## src/design/fcs_defines.vh

```
// constants for the flash charger switch control block
`ifndef FCS_DEFINES_VH
`define FCS_DEFINES_VH
// clock period in ns
`define FCS_CLK_PERIOD_NS 10
// maximum on-time and off-time guards in ns (plain defaults)
`define FCS_MAX_ON_NS 20000
`define FCS_MAX_OFF_NS 40000
// guard counts: longest times round down
`define FCS_MAX_ON_CYC (`FCS_MAX_ON_NS / `FCS_CLK_PERIOD_NS)
`define FCS_MAX_OFF_CYC (`FCS_MAX_OFF_NS / `FCS_CLK_PERIOD_NS)
`define FCS_CNT_W 16
// peak setting mode codes
`define FCS_PK_LOGIC_LOW 2'h0
`define FCS_PK_ANALOG 2'h1
`define FCS_PK_LOGIC_HIGH 2'h2
// phase state codes
`define FCS_ST_IDLE 2'h0
`define FCS_ST_ON 2'h1
`define FCS_ST_OFF 2'h2
`endif

```

## src/design/fcs_switch_control.v

```verilog
// switch control logic of the flash capacitor charger and flash gate driver
`default_nettype none
`include "fcs_defines.vh"

module fcs_switch_control #(
   parameter MAX_ON_CYC  = `FCS_MAX_ON_CYC,
   parameter MAX_OFF_CYC = `FCS_MAX_OFF_CYC
) (
   // clock and reset
   input  wire       clk,
   input  wire       rst,
   // host lines
   input  wire       charge_enable_in,
   input  wire       flash_trigger_in,
   // comparator results
   input  wire       current_comparator,
   input  wire       zero_comparator,
   input  wire       full_comparator,
   input  wire       switch_overvoltage_fault,
   input  wire       over_temp_in,
   // peak setting level detectors
   input  wire       peak_logic_low_level,
   input  wire       peak_logic_high_level,
   // outputs
   output wire       primary_switch,
   output wire       flash_gate_out,
   output wire       charge_done_n_o,
   output wire       charge_done_n_oe_n,
   output wire [1:0] peak_mode,
   output wire       ov_latched
);

   // ----------------------------------------
   // guard limits
   // ----------------------------------------
   // both guards share one phase counter, since only one phase runs at a time
   // limits are cut to the counter width on purpose; longer guards need a wider counter
   localparam [`FCS_CNT_W-1:0] ON_LIM  = MAX_ON_CYC[`FCS_CNT_W-1:0];
   localparam [`FCS_CNT_W-1:0] OFF_LIM = MAX_OFF_CYC[`FCS_CNT_W-1:0];
   // the on guard only backs up the peak trip; a healthy primary never reaches it
   // the off guard restarts the switch when the zero trip never comes, e.g. at start-up
   // the counter free-runs in idle and may wrap there; every entry to on or off reloads it

   // ----------------------------------------
   // phase sequence
   // ----------------------------------------
   // idle: switch off, waiting for a rise of enable or for the die to cool
   // on:   switch conducting, ended by the peak trip, the on guard or overvoltage
   // off:  transformer emptying, ended by the zero trip, the off guard or a full charge
   // a full charge and an overvoltage trip both drop the enable latch, so only a
   // fresh rise of enable can leave idle afterwards
   // over-temperature keeps the latch, so cooling alone restarts the charge,
   // while enable falling during it clears the latch and the charge stays stopped

   // ----------------------------------------
   // state
   // ----------------------------------------
   reg [1:0]            state_q, state_d;
   reg [`FCS_CNT_W-1:0] cnt_q, cnt_d;
   reg                  en_prev_q;
   reg                  latch_q, latch_d;   // charge enable latch
   reg                  done_q, done_d;
   reg                  ov_q, ov_d;
   reg                  sw_q;
   reg                  gate_q;
   reg [1:0]            pk_q;

   // rise detector; enable held high through reset counts as a rise after release
   wire en_rise = charge_enable_in & ~en_prev_q;
   // enable low kills switching in the same cycle it is seen
   wire run = latch_q & charge_enable_in & ~over_temp_in & ~ov_q;
   // priority below: enable low, then a new rise, then heat, then lost latch,
   // and only then the phase logic; a rise always wins over stale fault state

   // ----------------------------------------
   // next state
   // ----------------------------------------
   always @* begin
      state_d = state_q;
      cnt_d   = cnt_q + {{(`FCS_CNT_W-1){1'b0}}, 1'b1};
      latch_d = latch_q;
      done_d  = done_q;
      ov_d    = ov_q;
      if (!charge_enable_in) begin
         latch_d = 1'b0;
         done_d  = 1'b0;
         ov_d    = 1'b0;
         state_d = `FCS_ST_IDLE;
      end else if (en_rise) begin
         latch_d = 1'b1;
         done_d  = 1'b0;
         ov_d    = 1'b0;
         state_d = `FCS_ST_ON;
         cnt_d   = {`FCS_CNT_W{1'b0}};
      end else if (over_temp_in) begin
         // latch kept, so charging resumes when the die cools
         state_d = `FCS_ST_IDLE;
      end else if (!run) begin
         state_d = `FCS_ST_IDLE;
      end else begin
         case (state_q)
            `FCS_ST_IDLE: begin
               // resume after over-temperature with enable held high
               state_d = `FCS_ST_ON;
               cnt_d   = {`FCS_CNT_W{1'b0}};
            end
            `FCS_ST_ON: begin
               // overvoltage beats the peak trip: a shorted primary must never
               // be retried, whereas a peak trip just ends a normal on-phase
               if (switch_overvoltage_fault) begin
                  ov_d    = 1'b1;
                  latch_d = 1'b0;
                  state_d = `FCS_ST_IDLE;
               end else if (current_comparator || cnt_q >= ON_LIM) begin
                  state_d = `FCS_ST_OFF;
                  cnt_d   = {`FCS_CNT_W{1'b0}};
               end
            end
            `FCS_ST_OFF: begin
               // full beats zero: once the target is reached no further pulse
               // may be started, even if the kickback dips in the same cycle
               if (full_comparator) begin
                  done_d  = 1'b1;
                  latch_d = 1'b0;
                  state_d = `FCS_ST_IDLE;
               end else if (zero_comparator || cnt_q >= OFF_LIM) begin
                  state_d = `FCS_ST_ON;
                  cnt_d   = {`FCS_CNT_W{1'b0}};
               end
            end
            default: state_d = `FCS_ST_IDLE;
         endcase
      end
   end

   // ----------------------------------------
   // registers
   // ----------------------------------------
   always @(posedge clk) begin
      if (rst) begin
         state_q   <= `FCS_ST_IDLE;
         cnt_q     <= {`FCS_CNT_W{1'b0}};
         en_prev_q <= 1'b0;
         latch_q   <= 1'b0;
         done_q    <= 1'b0;
         ov_q      <= 1'b0;
      end else begin
         state_q   <= state_d;
         cnt_q     <= cnt_d;
         en_prev_q <= charge_enable_in;
         latch_q   <= latch_d;
         done_q    <= done_d;
         ov_q      <= ov_d;
      end
   end

   // ----------------------------------------
   // outputs
   // ----------------------------------------
   // registered outputs; the switch also drops combinationally on enable low
   // the switch register follows the next phase, so a trip turns it off one
   // edge after the comparator is seen, not two
   // peak mode is a reported classification only; the analog current setting
   // itself stays outside this block
   always @(posedge clk) begin
      if (rst) begin
         sw_q   <= 1'b0;
         gate_q <= 1'b0;
         pk_q   <= `FCS_PK_LOGIC_LOW;
      end else begin
         sw_q   <= (state_d == `FCS_ST_ON);
         // plain gate, no mask delay after enable falls
         gate_q <= flash_trigger_in & ~charge_enable_in;
         if (peak_logic_high_level)
            pk_q <= `FCS_PK_LOGIC_HIGH;
         else if (!peak_logic_low_level)
            pk_q <= `FCS_PK_LOGIC_LOW;
         else
            pk_q <= `FCS_PK_ANALOG;
      end
   end

   // open-drain done flag: data tied low, only the enable toggles the pin
   // heat and enable low bypass the register so the switch drops with no delay
   assign primary_switch     = sw_q & charge_enable_in & ~over_temp_in;
   assign flash_gate_out     = gate_q;
   assign charge_done_n_o    = 1'b0;
   assign charge_done_n_oe_n = ~done_q;
   assign peak_mode          = pk_q;
   assign ov_latched         = ov_q;

endmodule
`default_nettype wire

```

## config.mk

```make
export PLATFORM = sky130hd
export DESIGN_NAME = fcs_switch_control
export DESIGN_NICKNAME = d
export VERILOG_FILES = /design/src/design/fcs_switch_control.v
export VERILOG_INCLUDE_DIRS = /design/src /design/src/design
export SDC_FILE = /design/constraint.sdc
export NUM_CORES = 1
export LEC_CHECK = 0
export ABC_AREA = 1
export BUFFER_PORTS_ARGS = -buffer_cell sky130_fd_sc_hd__buf_4
export CAP_MARGIN = 20
export CORE_UTILIZATION = 50
export CTS_CLUSTER_DIAMETER = 30
export DETAILED_ROUTE_END_ITERATION = 7
export PLACE_DENSITY = 0.7
export SYNTH_ARGS = -nofsm -noshare
export SYNTH_HDL_FRONTEND = slang
export SYNTH_SLANG_ARGS = --single-unit
```

## constraint.sdc

```tcl
create_clock -name clk -period 4.3 [get_ports clk]
set_clock_uncertainty 0.2 [all_clocks]
set_input_delay 0.215 -clock clk [delete_from_list [all_inputs] [get_ports clk]]
set_output_delay 0.215 -clock clk [all_outputs]
set_load 0.005 [all_outputs]
```

==> out/metrics.yaml, run 1 <==
critical_path:
  r2r_cells: 7
  max_stage_delay_ps: 560
  worst_path_max_delay_cell: "dlygate4sd3_1"
  worst-endpoint-required_ps: 4390
  critical-path-top-delay-family: "buffers and inverters"
  crit_top_cell: "dlygate4sd3_1"
  cp-start-kind: "primary input"
  r2r-start: "cnt_q[12]"
  crit_fanout: 3
  regToRegSetupSlack_ps: 1950
  cp.arrival_ps: 2480
  worstReg2RegEnd: "state_q[1]"
  critPathKind: "primary input to flip-flop"
  critPathBufInv: 4
  path_cells: "dlygate4sd3_1 > buf_4 > nor2_1 > nand3_1 > dlygate4sd3_1 > a211oi_1 > dlygate4sd3_1"
  cp-end-kind: "flip-flop"
grt:
  overflow: 0
  antenna_found_initial: 0
  grt_pass1_vias: 1241
  grt_pass1_wl_mm: 5.23
  track_usage_pct: 20.9
  grt_max_degree: 19
drt:
  final_antenna_net_count: 0
  drt_iter0_markers: 43
  via_per_inst: 5.23
  drcViolationCount: 0
  wirelength_mm: 3.06
  dr.pass1.iters: 4
  wl_per_cell_microns: 12.1
  via_count: 1322
clock_tree:
  clock_latency_ps: 330
  cts_root_buffer: "clkbuf_4"
  h-tree-depth: 1
  tritoncts: "built"
  cts.sinks: 26
  clk_path_buf_depth: 2
  post_cts_buffers: 0
  path_clk_slew_ps: 150
  cts_made_buffers: 3
  cts-resized-gates: 0
  cts-hold-fix-buffers: 13
logic_synthesis:
  ys_seq_area_share_pct: 36.7
  mappedNetlistArea_sq_um: 1420
  syn_area_per_cell_sq_um: 7.25
  ys_ff_latch: 26
  yosysWarnings: 0
  yosysUniqueCellTypes: 31
  synth_nets: 209
  syn_inst: 196
place:
  portBuffers: 16
  dp_hpwl_mm: 2.09
  dp_slack_ps: 2520
  routabilityCongestion: 0.825
  place_area_sq_um: 1530
worst_hold_path:
  hold_depth: 2
  min_from: "charge_enable_in"
  hp-class: "primary input to flip-flop"
  holdPathEnd: "cnt_q[11]"
timing:
  final_max_slew_viol_count: 0
  post-route-worst-setup-slack_ps: 1910
  max_freq_ghz: 0.418
  rsz0062_at_grt: "no"
  hold_viol: 0
  finalCritPeriodShare_pct: 55.6
  fin_tns_setup_ps: 0
  finalCriticalPeriod_ps: 2390
  finalSetupViolCount: 0
  holdWs_ps: 58.0
die:
  pin_count: 18
  die_w_microns: 55.3
  coreArea_sq_um: 2590
  fp.dieArea_sq_um: 3060
  die_y_microns: 55.3
  rows: 18
  start_util_pct: 54.8
power_and_ir_drop:
  peakVddDrop_mv: 0.220
  p_per_area_nw_per_um2: 275
  power.leakage_nw: 0.680
cells_and_area:
  final_core_utilization_pct: 66.2
  final_cell_mix: "nand2_1, dfxtp_1, inv_1"
  diodes: 0
  finalNetCount: 237
  final_common_cell: "nand2_1"
  stdcell_area_sq_um: 1710
  drive_gt1_share_pct: 20.2
  syn2layout_area_growth_pct: 20.7
job:
  max_cap_violations: 0
status:
  status: "finished, final reports clean"
## cells by family after synthesis
family | count (synthesis) | share of synthesized area, %
other | 1 | 0.264
and+or+nand+nor | 99 | 33.1
buffers and inverters | 29 | 9.34
DFF | 26 | 36.7
AOI/OAI and AO/OA | 39 | 18.9
adders and majority gates | 2 | 1.76
## cell usage after synthesis (all sizes together)
cell type | instances | area, sq um
a31oi | 3 | 18.8
and2 | 1 | 7.51
conb | 1 | 3.75
or2 | 3 | 18.8
a31o | 2 | 17.5
nor3 | 6 | 35.0
nand3 | 18 | 95.1
dfxtp | 26 | 521
ha | 2 | 25.0
clkbuf | 3 | 11.3
o211ai | 3 | 22.5
nand4 | 4 | 25.0
a211oi | 1 | 7.51
a21oi | 21 | 150
o21ai | 7 | 35.0
a21o | 2 | 16.3
nor2 | 24 | 115
nand2 | 43 | 174
buf | 3 | 35.0
inv | 23 | 86.3
## through the flow
step	cells	total power, mW
6_report	253	0.471
5_1_grt	253	0.485
4_1_cts	253	0.474
3_5_place_dp	236	0.294
3_3_place_gp	236	0.293
2_1_floorplan	196	0.282
## worst max-delay path by stage
| stage | startpoint | end | slack (ps) | cells past startpoint |
|---|---|---|---|---|
| 3_5_place_dp | cnt_q[0] | cnt_q[14] | 2520 | 9 |
| 4_1_cts | full_comparator | state_q[1] | 1910 | 7 |
| 2_1_floorplan | cnt_q[0] | cnt_q[10] | 2730 | 9 |
| 6_report | full_comparator | state_q[1] | 1910 | 7 |
| 3_3_place_gp | cnt_q[0] | cnt_q[10] | 2570 | 9 |
| 5_1_grt | cnt_q[12] | state_q[1] | 1760 | 7 |
## registers in the layout (all words and copies together) (netlist names)
| name | flops |
|---|---|
| cnt_q | 16 |
| peak_mode | 2 |
| state_q | 2 |
| done_q | 1 |
| en_prev_q | 1 |
| flash_gate_out | 1 |
| latch_q | 1 |
| ov_latched | 1 |
| sw_q | 1 |
## routing by layer
metal / wire length (microns) / part of all wire (%) / GRT usage (%)
met1: 1480 / 48 / 28.3
met2: 1450 / 47 / 35.1
met3: 120 / 3.9 / 2.11
met4: 15 / 0.49 / 6.43
met5: 0 / 0 / 0
## cell type report
type                       count  area [sq um]
timing repair buffer          29           250
tap                           30          37.5
clock inverter                 1          30.0
clock buffer                   3          22.5
multi-input combinational    141           767
inverter                      23          86.3
fill                         233           876
sequential                    26           520
## report_power, final
part | leakage (nW) | total, mW | switching (mW) | internal (mW)
clock network | 0.0279 | 0.174 | 0.0797 | 0.0943
logic | 0.441 | 0.0468 | 0.0255 | 0.0213
registers | 0.211 | 0.250 | 0.00379 | 0.246
(Power assumes the default switching activity.)
==> run 2: changes to the inputs <==
==> constraint.sdc (replaced) <==
create_clock -name clk -period 2.5 [get_ports clk]
set_clock_uncertainty 0.2 [all_clocks]
set_input_delay 0.125 -clock clk [delete_from_list [all_inputs] [get_ports clk]]
set_output_delay 0.125 -clock clk [all_outputs]
set_load 0.005 [all_outputs]
==> out/metrics.yaml, run 2 (synthesis results as in run 1) <==
power_and_ir_drop:
  power.leakage_nw: 0.689
  peakVddDrop_mv: 0.345
  fin_total_pwr_mw: 0.811
  p_per_area_nw_per_um2: 462
critical_path:
  worst-endpoint-required_ps: 2580
  cp-start-kind: "flip-flop"
  cp-end-kind: "flip-flop"
  crit_fanout: 5
  critPathKind: "flip-flop to flip-flop"
  regToRegSetupSlack_ps: 90
  cp.arrival_ps: 2490
cells_and_area:
  final_cell_mix: "nand2_1, dfxtp_1, inv_1"
  final_cells: 256
  drive_gt1_share_pct: 21.7
  final_common_cell: "nand2_1"
  largest_reg_flops: 16
  regMostFlops: "cnt_q"
  syn2layout_area_growth_pct: 23.6
  diodes: 0
  finalNetCount: 240
  nFillCells: 214
die:
  rows: 18
  coreArea_sq_um: 2590
  pin_count: 18
  fp.dieArea_sq_um: 3060
  die_w_microns: 55.3
  start_util_pct: 54.8
  die_y_microns: 55.3
worst_hold_path:
  hp-class: "primary input to flip-flop"
drt:
  drt_iter0_markers: 91
  via_per_inst: 5.45
  via_count: 1396
  final_antenna_net_count: 0
  dr.pass1.iters: 5
  wirelength_mm: 3.18
  wl_per_cell_microns: 12.4
  drcViolationCount: 0
timing:
  hold_viol: 0
  holdWs_ps: 191
  rsz0062_at_grt: "no"
  finalCritPeriodShare_pct: 96.3
  post-route-worst-setup-slack_ps: 91.5
  max_freq_ghz: 0.415
  finalSetupViolCount: 0
  final_max_slew_viol_count: 0
  fin_tns_setup_ps: 0
  finalCriticalPeriod_ps: 2410
clock_tree:
  cts_root_buffer: "clkbuf_4"
  tritoncts: "built"
  clock_latency_ps: 330
  cts_made_buffers: 3
  cts.sinks: 26
  post_cts_buffers: 0
  h-tree-depth: 1
  path_clk_slew_ps: 140
  clk_path_buf_depth: 2
job:
  max_cap_violations: 0
grt:
  overflow: 0
  grt_pass1_wl_mm: 5.37
  grt_pass1_vias: 1302
  antenna_found_initial: 0
  track_usage_pct: 21.5
  grt_max_degree: 19
place:
  dp_hpwl_mm: 2.16
  routabilityCongestion: 0.876
  dp.cells: 236
  portBuffers: 16
  dp_slack_ps: 727
status:
  status: "finished, final reports clean"
-- run 2: changes by cell type in the layout (fill, tap and decap cells not counted) --
cell / before / now
dfxtp_2: 0 / 1
dlygate4sd3_1: 13 / 16
nor2_1: 20 / 18
a211oi_1: 1 / 0
a211oi_2: 0 / 1
dfxtp_1: 26 / 25
nor2_2: 1 / 3
-- run 2: metrics by stage --
step / area (sq um) / util, %
final: 1760 / 67.8
after global routing: 1760 / 67.8
after CTS: 1740 / 67.3
after detailed placement: 1530 / 59.1
after global placement: 1530 / 59.1
after floorplan: 1420 / -
-- run 2: worst max-delay path, stage by stage, from the launching register on --
cell and delay [ps]:
dfxtp_2 370, nor2_1 120, nand2_1 90, nor2_2 120, nand3_1 90, dlygate4sd3_1 570
a211oi_2 210, dlygate4sd3_1 580
-- run 2: final timing paths --
kind                 to                from  cells after the start
min                sw_q  current_comparator                      7
max reg2reg  state_q[1]           cnt_q[12]                      7
min reg2reg     latch_q             latch_q                      2
max          state_q[1]           cnt_q[12]                      7
-- run 2: layout make-up --
cell class / count / area, sq um / area share [%]
clock inverters: 1 / 30.0 / 1.71
well taps: 30 / 37.5 / 2.14
multi-input cells: 141 / 777 / 44.3
flip-flops and latches: 26 / 522 / 29.7
repair buffers: 32 / 280 / 16.0
inverters: 23 / 86.3 / 4.92
clock buffers: 3 / 22.5 / 1.28
-- run 2: metal layers --
layer / GRT usage (%) / routed length [microns] / up-vias
li1: - / - / 707
met1: 28.0 / 1400 / 619
met2: 33.9 / 1500 / 58
met3: 3.04 / 187 / 12
met4: 12.9 / 93 / 0
met5: 0 / 0 / -
-- run 2: what timing repair did --
| action | CTS | global route |
|---|---|---|
| hold endpoints to repair | 25 | 0 |
| hold buffers | 16 | 0 |
| endpoints found under the setup margin | 0 | 1 |
| resized for setup | 0 | 4 |
-- run 2: power by group --
group,internal [mW],switching (mW)
combinational,0.0389,0.0450
clock,0.162,0.135
sequential,0.423,0.00659
==> run 3: changes to the inputs <==
--- a/config.mk
+++ b/config.mk
@@ -12,7 +12,9 @@
 export CORE_UTILIZATION = 50
 export CTS_CLUSTER_DIAMETER = 30
 export DETAILED_ROUTE_END_ITERATION = 7
+export GPL_TIMING_DRIVEN = 0
 export PLACE_DENSITY = 0.7
 export SYNTH_ARGS = -nofsm -noshare
 export SYNTH_HDL_FRONTEND = slang
 export SYNTH_SLANG_ARGS = --single-unit
+export TNS_END_PERCENT = 1
==> out/metrics.yaml, run 3 (synthesis results as in run 1) <==
status:
  status: "finished, final reports clean"
place:
  dp.cells: 241
  dp_hpwl_mm: 2.26
  routabilityCongestion: 0.873
  portBuffers: 15
grt:
  track_usage_pct: 20.8
  overflow: 0
  antenna_found_initial: 0
  grt_pass1_vias: 1241
  grt_max_degree: 16
  grt_pass1_wl_mm: 5.22
cells_and_area:
  diodes: 0
  regMostFlops: "cnt_q"
  largest_reg_flops: 16
  finalNetCount: 240
  syn2layout_area_growth_pct: 22.0
  final_common_cell: "nand2_1"
  final_cells: 256
  final_cell_mix: "nand2_1, dfxtp_1, inv_1"
  drive_gt1_share_pct: 20.8
  nFillCells: 230
critical_path:
  regToRegSetupSlack_ps: 650
  r2r_cells: 9
  cp-start-kind: "flip-flop"
  cp-startpoint: "cnt_q[0]"
  worstReg2RegEnd: "cnt_q[10]"
  cp-end-kind: "flip-flop"
  crit_fanout: 6
  crit_path_end: "cnt_q[10]"
  worst-endpoint-required_ps: 2570
  r2r-start: "cnt_q[0]"
  cp.arrival_ps: 1920
  critPathKind: "flip-flop to flip-flop"
clock_tree:
  cts_root_buffer: "clkbuf_4"
  cts.sinks: 26
  post_cts_buffers: 0
  path_clk_slew_ps: 150
  clock_latency_ps: 320
  tritoncts: "built"
  cts-hold-fix-buffers: 11
  cts-resized-gates: 0
  h-tree-depth: 1
  clk_path_buf_depth: 2
  cts_made_buffers: 3
timing:
  rsz0062_at_grt: "no"
  hold_viol: 0
  finalCriticalPeriod_ps: 1850
  fin_tns_setup_ps: 0
  finalCritPeriodShare_pct: 74.0
  tightestPinTransition_ps: 791
  finalSetupViolCount: 0
  slew_headroom_pct: 47.2
  max_freq_ghz: 0.541
  final_max_slew_viol_count: 0
die:
  start_util_pct: 54.8
  rows: 18
  pin_count: 18
  coreArea_sq_um: 2590
  die_y_microns: 55.3
  die_w_microns: 55.3
  fp.dieArea_sq_um: 3060
drt:
  wl_per_cell_microns: 11.8
  dr.pass1.iters: 4
  final_antenna_net_count: 0
  via_per_inst: 5.23
  drt_iter0_markers: 34
  drcViolationCount: 0
  wirelength_mm: 3.03
  via_count: 1339
power_and_ir_drop:
  peakVddDrop_mv: 0.454
  p_per_area_nw_per_um2: 468
  power.leakage_nw: 0.682
worst_hold_path:
  hp-class: "primary input to flip-flop"
job:
  max_cap_violations: 0
## run 3: area by class of cell
cell class | instances | area, sq um | share of cell area [%]
inverter | 23 | 86.3 | 4.98
buffer | 6 | 46.3 | 2.67
timing repair buffer | 26 | 223 | 12.9
clock buffer | 3 | 22.5 | 1.30
tap | 30 | 37.5 | 2.17
clock inverter | 1 | 30.0 | 1.73
sequential | 26 | 520 | 30.0
multi-input combinational | 141 | 767 | 44.3
## run 3: critical path: stages (launching register included)
cell	delay, ps
dfxtp_1	420
ha_1	200
nand2_1	100
nor2_2	160
nand2_1	130
nor2_4	170
inv_1	80
nor3_1	120
o21ai_0	100
a21oi_1	110
## run 3: layer usage
layer  global-route usage [%]  share of wire, %  vias up
li1                         -                 -      702
met1                     28.5                49      600
met2                     33.2                45       31
met3                     3.28               4.3        6
met4                     7.14               1.2        0
met5                        0                 0        -
## run 3: per-stage QoR
step | utilization (%) | setup slack [ps] | cell area (sq um) | power (mW) | hold slack (ps)
global route | 66.9 | 526 | 1730 | 0.842 | 281
detailed placement | 60.6 | 691 | 1570 | 0.512 | 157
global placement | 60.6 | 746 | 1570 | 0.510 | 138
finish | 66.9 | 651 | 1730 | 0.811 | 180
CTS | 66.9 | 664 | 1730 | 0.818 | 168
floorplan | - | 929 | 1420 | 0.484 | 45.4
## run 3: how the worst min path moves through the flow
stage                           endpoint  slack, ps  cells past startpoint                   from
after floorplan             peak_mode[0]         50                      2   peak_logic_low_level
after global placement      peak_mode[1]        140                      3  peak_logic_high_level
after detailed placement  flash_gate_out        160                      3       flash_trigger_in
after CTS                     state_q[0]        170                      7     current_comparator
after global routing                sw_q        280                      7     current_comparator
final                         state_q[0]        180                      7     current_comparator
## run 3: power by group
group / leakage (nW) / internal (mW) / switching, mW / total (mW)
Clock: 0.0279 / 0.162 / 0.132 / 0.294
Combinational: 0.443 / 0.0423 / 0.0448 / 0.0871
Sequential: 0.211 / 0.423 / 0.00646 / 0.429
